File: src/ssm_defs.svh
`ifndef SSM_DEFS_SVH
`define SSM_DEFS_SVH
// Function
// - Any error opens the safety relay contact.
// - Any error drives the analogue current command to zero.
// - Any error drives all true and complement control outputs low.
// - Any error stops splitter pulses and releases its drivers to high impedance.
// - Yellow indicator stays lit steadily while an error is present.
// - Power-on and runtime errors are kept and reported as separate words.
// - Self-test runs on its own after reset, before monitoring starts.
// - Supply check failure sets its bit in the initialization word.
// - Digital output fault sets its bit in the initialization word.
// - Digital input fault sets its bit in the initialization word.
// - Analogue output path fault sets its bit in the initialization word.
// - Encoder supply is switched off and checked; failure sets its bit.
// - Splitter output test failure sets its bit in the initialization word.
// - External relay feedback is read back; wrong readback sets its bit.
// - Parameter integrity fault persists until a valid set is saved.
// - Saved error stays until erased and blocks normal operation.
// - Any initialization error also raises a runtime error.
// - Outside programming mode the active error goes to the display.

`define SSM_CLK_NS      5
`define SSM_SETTLE_NS   10000
`define SSM_SETTLE_CYC  ((`SSM_SETTLE_NS + `SSM_CLK_NS - 1) / `SSM_CLK_NS)
`define SSM_TMO_NS      20000
`define SSM_TMO_CYC     (`SSM_TMO_NS / `SSM_CLK_NS)

`define SSM_CODE_RST    32'h0000_0000

`define SSM_IB_CONV     0
`define SSM_IB_SBUS     1
`define SSM_IB_SUPPLY   2
`define SSM_IB_SERIAL   3
`define SSM_IB_DOUT     4
`define SSM_IB_DIN      5
`define SSM_IB_CAPT     6
`define SSM_IB_AOUT     7
`define SSM_IB_ENCSUP   8
`define SSM_IB_SPLIT    9
`define SSM_IB_CPU      10
`define SSM_IB_RAM      11
`define SSM_IB_WDOG     12
`define SSM_IB_EXTREL   13
`define SSM_IB_NVS      14
`define SSM_IB_PARAM    15
`define SSM_IB_SAVED    16
`define SSM_RB_INIT     30
`endif

File: src/ssm_pkg.sv
package ssm_pkg;
    typedef struct packed {
        logic converter;
        logic serial_bus;
        logic supply_check_fault;
        logic serial_link_fault;
        logic digital_output_fault;
        logic digital_input_fault;
        logic capture_unit_fault;
        logic analog_path_fault;
        logic splitter_output_fault;
        logic processor;
        logic memory;
        logic watchdog_fault;
        logic nonvolatile_store_fault;
    } ssm_int_fault_t;

    typedef struct packed {
        logic [3:0] ctrl_out_true;
        logic [3:0] ctrl_out_complement;
    } ssm_ctrl_t;

    typedef struct packed {
        logic trk_a;
        logic trk_b;
        logic trk_z;
    } ssm_split_t;

    typedef enum logic [6:0] {
        ST_BOOT    = 7'b0000001,
        ST_SUP_OFF = 7'b0000010,
        ST_REL_ON  = 7'b0000100,
        ST_REL_OFF = 7'b0001000,
        ST_PARAM   = 7'b0010000,
        ST_WAIT    = 7'b0100000,
        ST_RUN     = 7'b1000000
    } ssm_state_t;
endpackage

File: src/ssm_err_latch.sv
`timescale 1ns/10ps
`include "ssm_defs.svh"
module ssm_err_latch #(
    parameter int W = 32
) (
    input  wire logic         clk,
    input  wire logic         nrst,
    input  wire logic [W-1:0] set_bits,
    input  wire logic [W-1:0] clr_bits,
    output logic      [W-1:0] code
);
    logic [W-1:0] code_reg;
    logic [W-1:0] code_next;

    // sticky accumulate
    // Set beats clear so an event in the clearing cycle survives
    assign code_next = set_bits | (code_reg & ~clr_bits);

    always_ff @(posedge clk or negedge nrst) begin
        if (!nrst) begin
            code_reg <= W'(`SSM_CODE_RST);
        end else begin
            code_reg <= code_next;
        end
    end

    assign code = code_reg;
endmodule // ssm_err_latch

File: src/ssm_sync.sv
`timescale 1ns/10ps
module ssm_sync #(
    parameter int W = 1
) (
    input  wire logic         clk,
    input  wire logic         nrst,
    input  wire logic [W-1:0] d,
    output logic      [W-1:0] q
);
    logic [W-1:0] s1_reg;
    logic [W-1:0] s2_reg;

    always_ff @(posedge clk or negedge nrst) begin
        if (!nrst) begin
            s1_reg <= '0;
            s2_reg <= '0;
        end else begin
            s1_reg <= d;
            s2_reg <= s1_reg;
        end
    end

    assign q = s2_reg;
endmodule // ssm_sync

File: src/ssm_top.sv
`timescale 1ns/10ps
`include "ssm_defs.svh"
module ssm_top #(
    parameter int SETTLE_CYC = `SSM_SETTLE_CYC,
    parameter int TMO_CYC    = `SSM_TMO_CYC,
    parameter int AOUT_W     = 16
) (
    input  wire logic                    CLK,
    input  wire logic                    NRST,
    input  wire logic                    ST_VALID,
    input  wire ssm_pkg::ssm_int_fault_t ST_FAULTS,
    input  wire logic [31:0]             RT_FAULT,
    input  wire logic                    STIM_ERR,
    input  wire logic                    ENC_SUPPLY_SENSE,
    input  wire logic                    RELAY_FB,
    input  wire logic                    PARAM_CHK_DONE,
    input  wire logic                    PARAM_CHK_OK,
    input  wire logic                    PARAM_SAVED,
    input  wire logic                    SAVED_ERR_IN,
    input  wire logic                    CLEAR_REQ,
    input  wire logic                    CLEAR_AUTH,
    input  wire logic                    RELAY_REQ,
    input  wire logic [AOUT_W-1:0]       AOUT_REQ,
    input  wire ssm_pkg::ssm_ctrl_t      CTRL_REQ,
    input  wire ssm_pkg::ssm_split_t     SPLIT_REQ,
    input  wire logic                    DISP_PROG,
    output logic                         PARAM_CHK_START,
    output logic                         ENC_SUPPLY_EN,
    output logic                         EXT_RELAY_DRV,
    output logic                         SAVE_ERR,
    output logic                         ERASE_SAVED,
    output logic                         MON_EN,
    output logic                         SAFE_STATE,
    output logic                         RELAY_CLOSE,
    output logic [AOUT_W-1:0]            AOUT_CODE,
    output ssm_pkg::ssm_ctrl_t           CTRL_OUT,
    output ssm_pkg::ssm_split_t          SPLIT_OUT,
    output logic                         SPLIT_OE_N,
    output logic                         LED_YELLOW,
    output logic [31:0]                  INIT_CODE,
    output logic [31:0]                  RT_CODE,
    output logic                         INIT_ERR,
    output logic                         RT_ERR,
    output logic [31:0]                  DISP_CODE,
    output logic                         DISP_SHOW,
    output logic                         DISP_CLASS
);
    import ssm_pkg::*;

    localparam int TMAX  = (SETTLE_CYC > TMO_CYC) ? SETTLE_CYC : TMO_CYC;
    localparam int CNT_W = $clog2(TMAX + 1);

    // Internal test results placed at their own word positions
    function automatic logic [31:0] map_int(input ssm_int_fault_t f);
        logic [31:0] w;
        w = `SSM_CODE_RST;
        w[`SSM_IB_CONV]   = f.converter;
        w[`SSM_IB_SBUS]   = f.serial_bus;
        w[`SSM_IB_SERIAL] = f.serial_link_fault;
        w[`SSM_IB_CAPT]   = f.capture_unit_fault;
        w[`SSM_IB_CPU]    = f.processor;
        w[`SSM_IB_RAM]    = f.memory;
        w[`SSM_IB_WDOG]   = f.watchdog_fault;
        w[`SSM_IB_NVS]    = f.nonvolatile_store_fault;
        w[`SSM_IB_SUPPLY] = f.supply_check_fault;
        w[`SSM_IB_DOUT]   = f.digital_output_fault;
        w[`SSM_IB_DIN]    = f.digital_input_fault;
        w[`SSM_IB_AOUT]   = f.analog_path_fault;
        w[`SSM_IB_SPLIT]  = f.splitter_output_fault;
        return w;
    endfunction

    ssm_state_t          state_reg;
    ssm_state_t          state_next;
    logic [CNT_W-1:0]    cnt_reg;
    logic [CNT_W-1:0]    cnt_next;
    logic                int_seen_reg;
    logic                int_seen_next;
    logic                clear_req_reg;
    logic                cnt_clr;
    logic                chk_sup;
    logic                chk_rel_on;
    logic                chk_rel_off;
    logic                param_bad;
    logic                int_tmo;
    logic                param_start;
    logic                settle_hit;
    logic                tmo_hit;
    logic                sup_sense;
    logic                rel_fb;
    logic [1:0]          pin_sync;
    logic                clr_pulse;
    logic [31:0]         own_set;
    logic [31:0]         init_set;
    logic [31:0]         init_clr;
    logic [31:0]         rt_set;
    logic [31:0]         rt_clr;
    logic [31:0]         init_q;
    logic [31:0]         rt_q;
    logic                err_now;
    logic                safe;
    logic                run;
    logic                relay_reg;
    logic [AOUT_W-1:0]   aout_reg;
    ssm_ctrl_t           ctrl_reg;
    ssm_split_t          split_reg;
    logic [31:0]         disp_code_reg;
    logic [31:0]         disp_code_next;
    logic                disp_show_reg;
    logic                disp_class_reg;
    logic                disp_class_next;
    logic                erase_reg;

    // Supply sense and relay feedback are pins
    ssm_sync #(
        .W (2)
    ) u_pin_sync (
        .clk  (CLK),
        .nrst (NRST),
        .d    ({ENC_SUPPLY_SENSE, RELAY_FB}),
        .q    (pin_sync)
    );

    assign sup_sense  = pin_sync[1];
    assign rel_fb     = pin_sync[0];
    assign settle_hit = (cnt_reg == CNT_W'(SETTLE_CYC - 1));
    assign tmo_hit    = (cnt_reg == CNT_W'(TMO_CYC - 1));
    assign run        = (state_reg == ST_RUN);

    always_comb begin
        state_next  = state_reg;
        cnt_clr     = 1'b0;
        chk_sup     = 1'b0;
        chk_rel_on  = 1'b0;
        chk_rel_off = 1'b0;
        param_bad   = 1'b0;
        int_tmo     = 1'b0;
        param_start = 1'b0;
        unique case (state_reg)
            ST_BOOT: begin
                state_next = ST_SUP_OFF;
                cnt_clr    = 1'b1;
            end
            ST_SUP_OFF: begin
                if (settle_hit) begin
                    chk_sup    = 1'b1;
                    state_next = ST_REL_ON;
                    cnt_clr    = 1'b1;
                end
            end
            ST_REL_ON: begin
                if (settle_hit) begin
                    chk_rel_on = 1'b1;
                    state_next = ST_REL_OFF;
                    cnt_clr    = 1'b1;
                end
            end
            ST_REL_OFF: begin
                if (settle_hit) begin
                    chk_rel_off = 1'b1;
                    param_start = 1'b1;
                    state_next  = ST_PARAM;
                    cnt_clr     = 1'b1;
                end
            end
            ST_PARAM: begin
                if (PARAM_CHK_DONE) begin
                    param_bad  = ~PARAM_CHK_OK;
                    state_next = ST_WAIT;
                    cnt_clr    = 1'b1;
                end else if (tmo_hit) begin
                    // A check that never answers counts as failed
                    param_bad  = 1'b1;
                    state_next = ST_WAIT;
                    cnt_clr    = 1'b1;
                end
            end
            ST_WAIT: begin
                if (int_seen_reg || ST_VALID) begin
                    state_next = ST_RUN;
                end else if (tmo_hit) begin
                    int_tmo    = 1'b1;
                    state_next = ST_RUN;
                end
            end
            ST_RUN: begin
                state_next = ST_RUN;
            end
        endcase
    end

    assign cnt_next      = cnt_clr ? '0 : (tmo_hit && settle_hit) ? cnt_reg :
                           (cnt_reg == CNT_W'(TMAX)) ? cnt_reg : cnt_reg + 1'b1;
    assign int_seen_next = int_seen_reg | ST_VALID;

    always_ff @(posedge CLK or negedge NRST) begin
        if (!NRST) begin
            state_reg    <= ST_BOOT;
            cnt_reg      <= '0;
            int_seen_reg <= 1'b0;
        end else begin
            state_reg    <= state_next;
            cnt_reg      <= cnt_next;
            int_seen_reg <= int_seen_next;
        end
    end

    // Self-test actuators
    // supply switched off
    assign ENC_SUPPLY_EN   = (state_reg != ST_SUP_OFF);
    assign EXT_RELAY_DRV   = (state_reg == ST_REL_ON);
    assign PARAM_CHK_START = param_start;

    // Checks performed by the sequencer itself
    always_comb begin
        own_set = `SSM_CODE_RST;
        own_set[`SSM_IB_ENCSUP] = chk_sup & sup_sense;
        own_set[`SSM_IB_EXTREL] = (chk_rel_on & ~rel_fb) | (chk_rel_off & rel_fb);
        own_set[`SSM_IB_PARAM]  = param_bad;
        // Missing internal results blamed on the processor
        own_set[`SSM_IB_CPU]    = int_tmo;
        own_set[`SSM_IB_SAVED]  = SAVED_ERR_IN;
    end

    assign clr_pulse = CLEAR_REQ & ~clear_req_reg & CLEAR_AUTH;

    assign init_set = own_set | (ST_VALID ? map_int(ST_FAULTS) : `SSM_CODE_RST);

    always_comb begin
        init_clr = {32{clr_pulse}};
        // only a saved set clears it
        init_clr[`SSM_IB_PARAM] = PARAM_SAVED;
    end

    always_comb begin
        rt_set = RT_FAULT;
        rt_set[`SSM_RB_INIT] = RT_FAULT[`SSM_RB_INIT] | (|init_q) | (|init_set);
    end

    assign rt_clr = {32{clr_pulse}};

    ssm_err_latch #(
        .W (32)
    ) u_init_latch (
        .clk      (CLK),
        .nrst     (NRST),
        .set_bits (init_set),
        .clr_bits (init_clr),
        .code     (init_q)
    );

    ssm_err_latch #(
        .W (32)
    ) u_rt_latch (
        .clk      (CLK),
        .nrst     (NRST),
        .set_bits (rt_set),
        .clr_bits (rt_clr),
        .code     (rt_q)
    );

    assign err_now = (|init_set) | (|rt_set) | (|init_q) | (|rt_q) | STIM_ERR;
    // Outputs stay safe until monitoring has begun
    assign safe    = err_now | ~run;

    always_ff @(posedge CLK or negedge NRST) begin
        if (!NRST) begin
            clear_req_reg <= 1'b0;
            erase_reg     <= 1'b0;
            relay_reg     <= 1'b0;
            aout_reg      <= '0;
            ctrl_reg      <= '0;
            split_reg     <= '0;
        end else begin
            clear_req_reg <= CLEAR_REQ;
            erase_reg     <= clr_pulse;
            relay_reg     <= RELAY_REQ;
            aout_reg      <= AOUT_REQ;
            ctrl_reg      <= CTRL_REQ;
            split_reg     <= SPLIT_REQ;
        end
    end

    // Gating after the registers keeps the reaction in the same cycle
    // relay opens
    assign RELAY_CLOSE = relay_reg & ~safe;
    assign AOUT_CODE   = safe ? '0 : aout_reg;
    assign CTRL_OUT    = safe ? '0 : ctrl_reg;
    assign SPLIT_OUT   = safe ? '0 : split_reg;
    assign SPLIT_OE_N  = safe;
    assign LED_YELLOW  = safe;

    assign SAFE_STATE  = safe;
    assign MON_EN      = run & ~err_now & ~SAVED_ERR_IN;
    assign SAVE_ERR    = (|init_q) | (|rt_q);
    assign ERASE_SAVED = erase_reg;
    assign INIT_CODE   = init_q;
    assign RT_CODE     = rt_q;
    assign INIT_ERR    = |init_q;
    assign RT_ERR      = |rt_q;

    assign disp_class_next = |init_q;
    assign disp_code_next  = DISP_PROG ? `SSM_CODE_RST : (|init_q) ? init_q : rt_q;

    always_ff @(posedge CLK or negedge NRST) begin
        if (!NRST) begin
            disp_code_reg  <= `SSM_CODE_RST;
            disp_show_reg  <= 1'b0;
            disp_class_reg <= 1'b0;
        end else begin
            disp_code_reg  <= disp_code_next;
            disp_show_reg  <= ~DISP_PROG & ((|init_q) | (|rt_q));
            disp_class_reg <= disp_class_next;
        end
    end

    assign DISP_CODE  = disp_code_reg;
    assign DISP_SHOW  = disp_show_reg;
    assign DISP_CLASS = disp_class_reg;
endmodule // ssm_top
File: config.mk
export PLATFORM = sky130hd
export DESIGN_NAME = ssm_top
export DESIGN_NICKNAME = d
export VERILOG_FILES = /design/src/ssm_pkg.sv /design/src/ssm_err_latch.sv /design/src/ssm_sync.sv /design/src/ssm_top.sv
export VERILOG_INCLUDE_DIRS = /design/src
export SDC_FILE = /design/constraint.sdc
export NUM_CORES = 1
export LEC_CHECK = 0
export BUFFER_PORTS_ARGS = -buffer_cell sky130_fd_sc_hd__buf_2
export CAP_MARGIN = 20
export CELL_PAD_IN_SITES_DETAIL_PLACEMENT = 0
export CELL_PAD_IN_SITES_GLOBAL_PLACEMENT = 1
export CORE_UTILIZATION = 37
export CTS_CLUSTER_DIAMETER = 40
export DETAILED_ROUTE_END_ITERATION = 6
export HOLD_SLACK_MARGIN = 0.03
export PLACE_DENSITY_LB_ADDON = 0.1
export SKIP_CTS_REPAIR_TIMING = 1
export SLEW_MARGIN = 15
export SYNTH_ARGS = -nofsm -noshare
export SYNTH_HDL_FRONTEND = slang
export SYNTH_SLANG_ARGS = --single-unit
export TNS_END_PERCENT = 5
File: constraint.sdc
create_clock -name CLK -period 2.8 [get_ports CLK]
set_clock_uncertainty 0.15 [all_clocks]
set_input_delay 0.28 -clock CLK [delete_from_list [all_inputs] [get_ports CLK]]
set_output_delay 0.28 -clock CLK [all_outputs]
set_load 0.005 [all_outputs]
==> summary.md, run 1 <==
| Metric | Value |
|---|---|
| Data arrival time of the critical path | 2580 ps |
| Non-Filler Instances | between 1000 and 1500 |
| Final ANT Viol Nets | 0 |
| Number of fill cells | 1455 |
| Clock root buffer master | clkbuf_16 |
| Failing checks | negative setup slack |
| Clock power frac | 44.5% |
| CTS H-tree depth | 4 |
| Mapped Cells | between 500 and 600 |
| Vias per cell | 4.828 |
| Tcrit/Tclk final | 107.6% |
| Final Hold Viols | 0 |
| Final setup viols | 32 |
| Worst Hold Class | primary input to flip-flop |
| Max Cap Violations | 0 |
| Fmax | roughly 0.33 GHz |
| CTS buffer count | 17 |
| DR DRC count | 0 |
| Longest Clk Path Bufs | 2 |
| Post-synthesis sequential area ratio | around 63% |
| Area of the core | 15830 µm² |
| Register bit count reported by yosys | roughly 150 |
| Initial drt markers | 325 |
| RSZ-0062 raised after global routing | yes |
| Placed instance count | slightly below 1000 |
| Slew Limit Fails | 0 |
| DRT Wirelength | between 15000 and 20000 µm |
| Largest cells by area after synthesis | dfrtp_1 63%, a21o_1 4.0%, nand2_1 3.8% |
| Startpoint types | flip-flop |
| Pwr Density | 564.5 nW/µm² |
| Pre-antenna DRT Iters | 4 |
| Layout area overhead | 47.27% |
| Mean post-synth cell area | 11.00 µm² |
| PnR worst setup slack | -213.7 ps |
| Worst VDD drop | 0.3918 mV |
| Pre-CTS setup slack | around 110 ps |
| Setup TNS | -6194 ps |
| Syn_nets | between 600 and 700 |
| Cell type with the largest total area after synthesis | dfrtp_1 |
| Die Wd | 129.3 µm |
| Share of layout cells above drive strength 1 | roughly 34% |
| HPWL Detailed | around 13000 µm |
| Antenna violations before repair | 0 |
| Reg area | between 3000 and 4000 µm² |
| Grt total ovfl | 0 |
| Num Clock Sinks | 152 |
| Post-synth EDFFs | 0 |
| Area occupied by multi-input gates | 1951 µm² |
| Starting density of the core | 37.87% |
| Top cells by count, synth | 151 x dfrtp_1, 61 x nand2_1, 40 x inv_1 |
| Input/output buffers | roughly 220 |
| Power share of the combinational group | just over 8% |
| Highest cell delay on the worst timing path | between 500 and 600 ps |
| WP buf/inv | 2 |
| CTS tree | done |
| WS Path Type | flip-flop to output port |
| Most common cell in the synthesized netlist | dfrtp_1 |
| Switch Pwr | 1.159 mW |
| Die height | about 130 µm |
| Final period demand of the worst path | approximately 3000 ps |
| DR WL/cell | 16.99 µm |
| Ys flop type | dfrtp_1 |
| Pwr Total | 4.982 mW |
| Syn Std Cell Area | around 6000 µm² |
| Synth cell types | 50 |
| Switching Share | between 20% and 30% |
| Row Count | between 40 and 50 |
| GRT Total Usage | a little over a fifth |
| Status | finished with violations |
| Worst-path cell chain | or4_4, or4b_4, o21ai_4, nor4b_4, buf_12, and3_1, buf_2 |
| Skew-Pair Late Insertion Delay | around 420 ps |
| Vias | between 5000 and 6000 |
| Die area | 16710 µm² |
| Pin count of the biggest net entering global routing | ~150 |
| N_diodes | 0 |
| Power Internal | between 3 and 4 mW |
| Worst-path clk slew | roughly 60 ps |
| Crit end category | output port |
| Critical Path Fanout Max | 31 |
| Max_slew headroom | 42.25% |
| Slowest cell on crit path | or4b_4 |
| First-pass GRT wire length | 27120 µm |
| Yosys Warn Count | 0 |
| Pin slew with the least headroom to its limit | around 870 ps |
| Total Nets Final | around 940 |
| Worst endpoint required time | 2370 ps |
| Area share of the largest cell type after synthesis | a little over three fifths |
| Leak | between 4 and 5 nW |
| Worst path top cell family by delay | simple AND/OR/NAND/NOR gates |
| Fraction of registers with async set/reset | 100.0% |
| # IOs | approximately 220 |
| Sequential Power Share | 47.3% |
| GPL Wtd Cong | roughly 0.84 |
| Vias in the first global route | around 4900 |
-- metal layers --
layer | vias up | GRT usage [%] | wire length [µm]
li1 | 2488 | - | -
met1 | 2505 | 30.24 | 8420
met2 | 211 | 32.64 | 8342
met3 | 25 | 6.193 | 1371
met4 | 0 | 8.789 | 265
met5 | - | 0 | 0
-- area by class of cell --
type / instances / area share, %
flip-flops and latches: 152 / 43.11
clock buffers: 19 / 5.018
multi-input cells: 325 / 22.10
inverters: 40 / 1.701
repair buffers: 319 / 23.56
clock inverters: 12 / 1.446
well taps: 216 / 3.062
-- power groups by stage --
stage	logic [mW]	clock network [mW]	registers (mW)
after floorplan	0.0914	0	2.38
after global placement	0.322	0	2.39
after detailed placement	0.328	0	2.39
after CTS	0.329	2.27	2.35
after global routing	0.456	2.36	2.37
final	0.410	2.22	2.36
-- per-stage QoR --
step / utilization [%] / hold slack [ps] / area (µm²)
2_1_floorplan: - / -165.6 / 5993
3_3_place_gp: 46.94 / 186.8 / 7430
3_5_place_dp: 46.94 / 198.3 / 7430
4_1_cts: 50.55 / -202.9 / 8000
5_1_grt: 55.76 / 58.75 / 8826
6_report: 55.76 / 44.22 / 8826
-- worst paths after layout --
path / startpoint / cells past startpoint / slack (ps) / endpoint
min reg2reg: u_pin_sync.s1_reg[1] / 0 / 210 / u_pin_sync.q[1]
min: ST_FAULTS[3] / 3 / 40 / u_init_latch.code[10]
max in group asynchronous: NRST / 3 / 1430 / u_rt_latch.code[9]
max reg2reg: state_reg[0] / 4 / 420 / cnt_reg[9]
min in group asynchronous: NRST / 3 / 360 / ctrl_reg[5]
max: state_reg[0] / 7 / -210 / AOUT_CODE[3]
-- kinds of logic after synthesis --
| family | after synthesis | synth area share, % |
|---|---|---|
| xor gates and xnor gates | 13 | 1.900 |
| muxes | 1 | 0.1879 |
| buffers and inverters | 68 | 5.010 |
| and+or+nand+nor | 207 | 18.41 |
| AOI/OAI and AO/OA | 101 | 10.52 |
| other | 1 | 0.06257 |
| adders and majority gates | 2 | 0.4175 |
| DFF | 152 | 63.49 |
-- worst register-to-register path, stage by stage (launching register included) --
cell and delay, ps:
dfstp_2 400, or4_4 530, or4b_4 540, o221ai_2 500
nor2_1 120
-- cell usage in the layout, fill, tap and decap left out, drive strengths merged, types with 16 or more instances in the layout --
master,netlist,routed
nand2,61,61
nor2,36,36
clkbuf,16,19
buf,12,242
nor4,26,26
a21oi,38,38
o21ai,16,16
and3,32,32
inv,40,41
dlygate4sd3,0,77
a21o,32,32
dfrtp,151,151
No activity file was read; power rests on OpenSTA's default activity.
==> run 2: changes to the inputs <==
- CORE_ASPECT_RATIO: not set -> 0.6
- SETUP_SLACK_MARGIN: not set -> 0.4
==> run 2 against run 1 <==
  * The flow finishes with violations (design-rule violations, negative setup slack)
  * Final area rose by 3.2%
  * Critical path type unchanged
  * Sequential share of layout area fell by 1.3 points
  * Flip-flop and latch count did not move
  * Clock power rose by 2%
  * Largest power group unchanged
  * Global-route usage rose by 0.75 points
  * Clock-buffer cell count did not move
==> summary.md, run 2 (same netlist as run 1, synthesis figures left out) <==
| Metric | Value |
|---|---|
| Share of layout cells above drive strength 1 | 37.36% (+3.8 points) |
| DRT Wirelength | 19670 µm (+6.9%) |
| Number of fill cells | 1398 (-3.9%) |
| Fmax | 0.3214 GHz (-3.1%) |
| DR WL/cell | 18.17 µm (+7.0%) |
| Status | finished with violations |
| Worst Hold Class | primary input to flip-flop |
| CTS tree | done |
| WS Path Type | flip-flop to output port |
| Critical Path Fanout Max | 15 (-52%) |
| Post-layout utilization of the core | 58.40% (+2.6 points) |
| WHS Path Cells | 3 (unchanged) |
| First-pass GRT wire length | 28650 µm (+5.6%) |
| Input/output buffers | 222 (unchanged) |
| Total Nets Final | 953 (+1.1%) |
| Max_slew headroom | 44.97% (+2.7 points) |
| Die area | 16730 µm² (+0.10%) |
| Slew Limit Fails | 0 (unchanged) |
| CP dominant cell by count | buf_4 |
| CP Launch Point | u_init_latch.code[5] |
| Starting density of the core | 38.44% (+0.58 points) |
| Final Hold Viols | 0 (unchanged) |
| Initial drt markers | 420 (+29%) |
| Final ANT Viol Nets | 0 (unchanged) |
| Vias per cell | 4.982 (+3.2%) |
| Worst flop-to-flop path startpoint | state_reg[2] |
| DR DRC count | 18 (+18) |
| Crit end category | output port |
| Die Wd | 166.3 µm (+29%) |
| Num Clock Sinks | 152 (unchanged) |
| GRT Total Usage | 22.69% (+0.75 points) |
| # IOs | 223 (unchanged) |
| Layout area overhead | 51.92% |
| Row Count | 35 (-24%) |
| RR Endpoint | state_reg[4] |
| HPWL Detailed | 13550 µm (+3.8%) |
| Setup crit end | AOUT_CODE[15] |
| Leak | 4.390 nW (+2.0%) |
| Met3 usage | 5.654% (-0.54 points) |
| Pre-antenna DRT Iters | 7 (+3) |
| Worst VDD drop | 0.4058 mV (+3.6%) |
| Vias in the first global route | 4992 (+2.6%) |
| Startpoint types | flip-flop |
| PnR worst setup slack | -311.7 ps (-97.91 ps) |
| Met1 GRT Util | 34.27% (+4.0 points) |
| Worst-path cell chain | nor4_4, buf_4, nand4_1, buf_4, nor2_2, and3_4, clkbuf_16, and3_1, buf_2 |
| GR Layer Usage met2 | 32.65% (about the same) |
| GPL Wtd Cong | 0.8579 (+2.5%) |
| Most frequent cells in the layout | 218 x buf_2, 148 x dfrtp_1, 77 x dlygate4sd3_1 |
| Data arrival time of the critical path | 2680 ps (+100 ps) |
| CTS buffer count | 17 (unchanged) |
| Slack of the worst reg-to-reg path | 490 ps (+70 ps) |
| Worst endpoint required time | 2370 ps (about the same) |
| Worst-path clk slew | 70 ps (about the same) |
| Antenna violations before repair | 1 (+1) |
| Top Usage Layer GRT | met1 |
| Pin slew with the least headroom to its limit | 824.6 ps (-41.67 ps) |
| Max Cap Violations | 0 (unchanged) |
| CTS H-tree depth | 4 (unchanged) |
| Tcrit/Tclk final | 111.1% (+3.5 points) |
| Failing checks | design-rule violations, negative setup slack |
| Grt total ovfl | 0 (unchanged) |
| Worst hold slack | 69.22 ps (+25.01 ps) |
| Pin count of the biggest net entering global routing | 69 (-55%) |
| Area of the core | 15590 µm² (-1.5%) |
| Skew-Pair Late Insertion Delay | 410 ps (about the same) |
| Final setup viols | 34 (+6.3%) |
| Die height | 100.6 µm (-22%) |
| Area occupied by multi-input gates | 2092 µm² (+7.2%) |
| Slowest cell on crit path | dfrtp_2 |
| FF-to-FF path depth | 5 (+1) |
| Final period demand of the worst path | 3112 ps (+97.91 ps) |
| Highest cell delay on the worst timing path | 450 ps (-90 ps) |
| Longest Clk Path Bufs | 2 (unchanged) |
| Commonest non-fill, non-tap cell in the layout | buf_2 |
| Vias | 5390 (+3.1%) |
| Pwr Density | 555.8 nW/µm² (-1.5%) |
| Reg area | 3809 µm² (about the same) |
| Clock root buffer master | clkbuf_16 |
| RSZ-0062 raised after global routing | yes |
-- run 2: worst max-delay path: cells and delay by family (launching register included) --
kind,cells,cell delay (ps)
flops,1,450
buf+inv,4,640
simple gates,5,1160
-- run 2: cell type report --
| class | instances | share of cell area, % |
|---|---|---|
| tap | 203 | 2.790 |
| clock inverter | 13 | 1.512 |
| clock buffer | 19 | 4.975 |
| sequential | 152 | 41.83 |
| multi-input combinational | 325 | 22.98 |
| inverter | 40 | 1.649 |
| antenna | 1 | 0.02748 |
| timing repair buffer | 329 | 24.24 |
-- run 2: where the power goes --
part / internal (mW) / leakage [nW] / switching (mW)
registers: 2.29 / 1.79 / 0.0780
clock network: 1.30 / 0.290 / 0.961
logic: 0.218 / 2.31 / 0.213
-- run 2: worst min path at each step --
stage / to / start / slack [ps]
finish: u_init_latch.code[15] / PARAM_CHK_DONE / 70
floorplan: DISP_CLASS / NRST / -170
global route: u_init_latch.code[15] / PARAM_CHK_DONE / 80
detailed placement: DISP_CODE[5] / NRST / 170
CTS: u_rt_latch.code[4] / NRST / -280
global placement: DISP_CODE[5] / NRST / 150
-- run 2: metal layers --
layer	vias up	wire [µm]
met5	-	0
met4	0	53
met3	6	1400
met2	207	8631
met1	2664	9579
li1	2513	-
-- run 2: stage by stage --
step | cells | setup slack [ps] | cell area, µm² | TNS (ps) | total power, mW
after detailed placement | 970 | 25.39 | 7523 | 0 | 2.736
final | 1082 | -311.7 | 9105 | -8333 | 5.060
after global placement | 970 | 36.78 | 7523 | 0 | 2.732
after global routing | 1082 | -405.9 | 9105 | -11880 | 5.259
after CTS | 1002 | -444.6 | 8114 | -13940 | 5.005
after floorplan | 545 | 293.3 | 6066 | 0 | 2.475
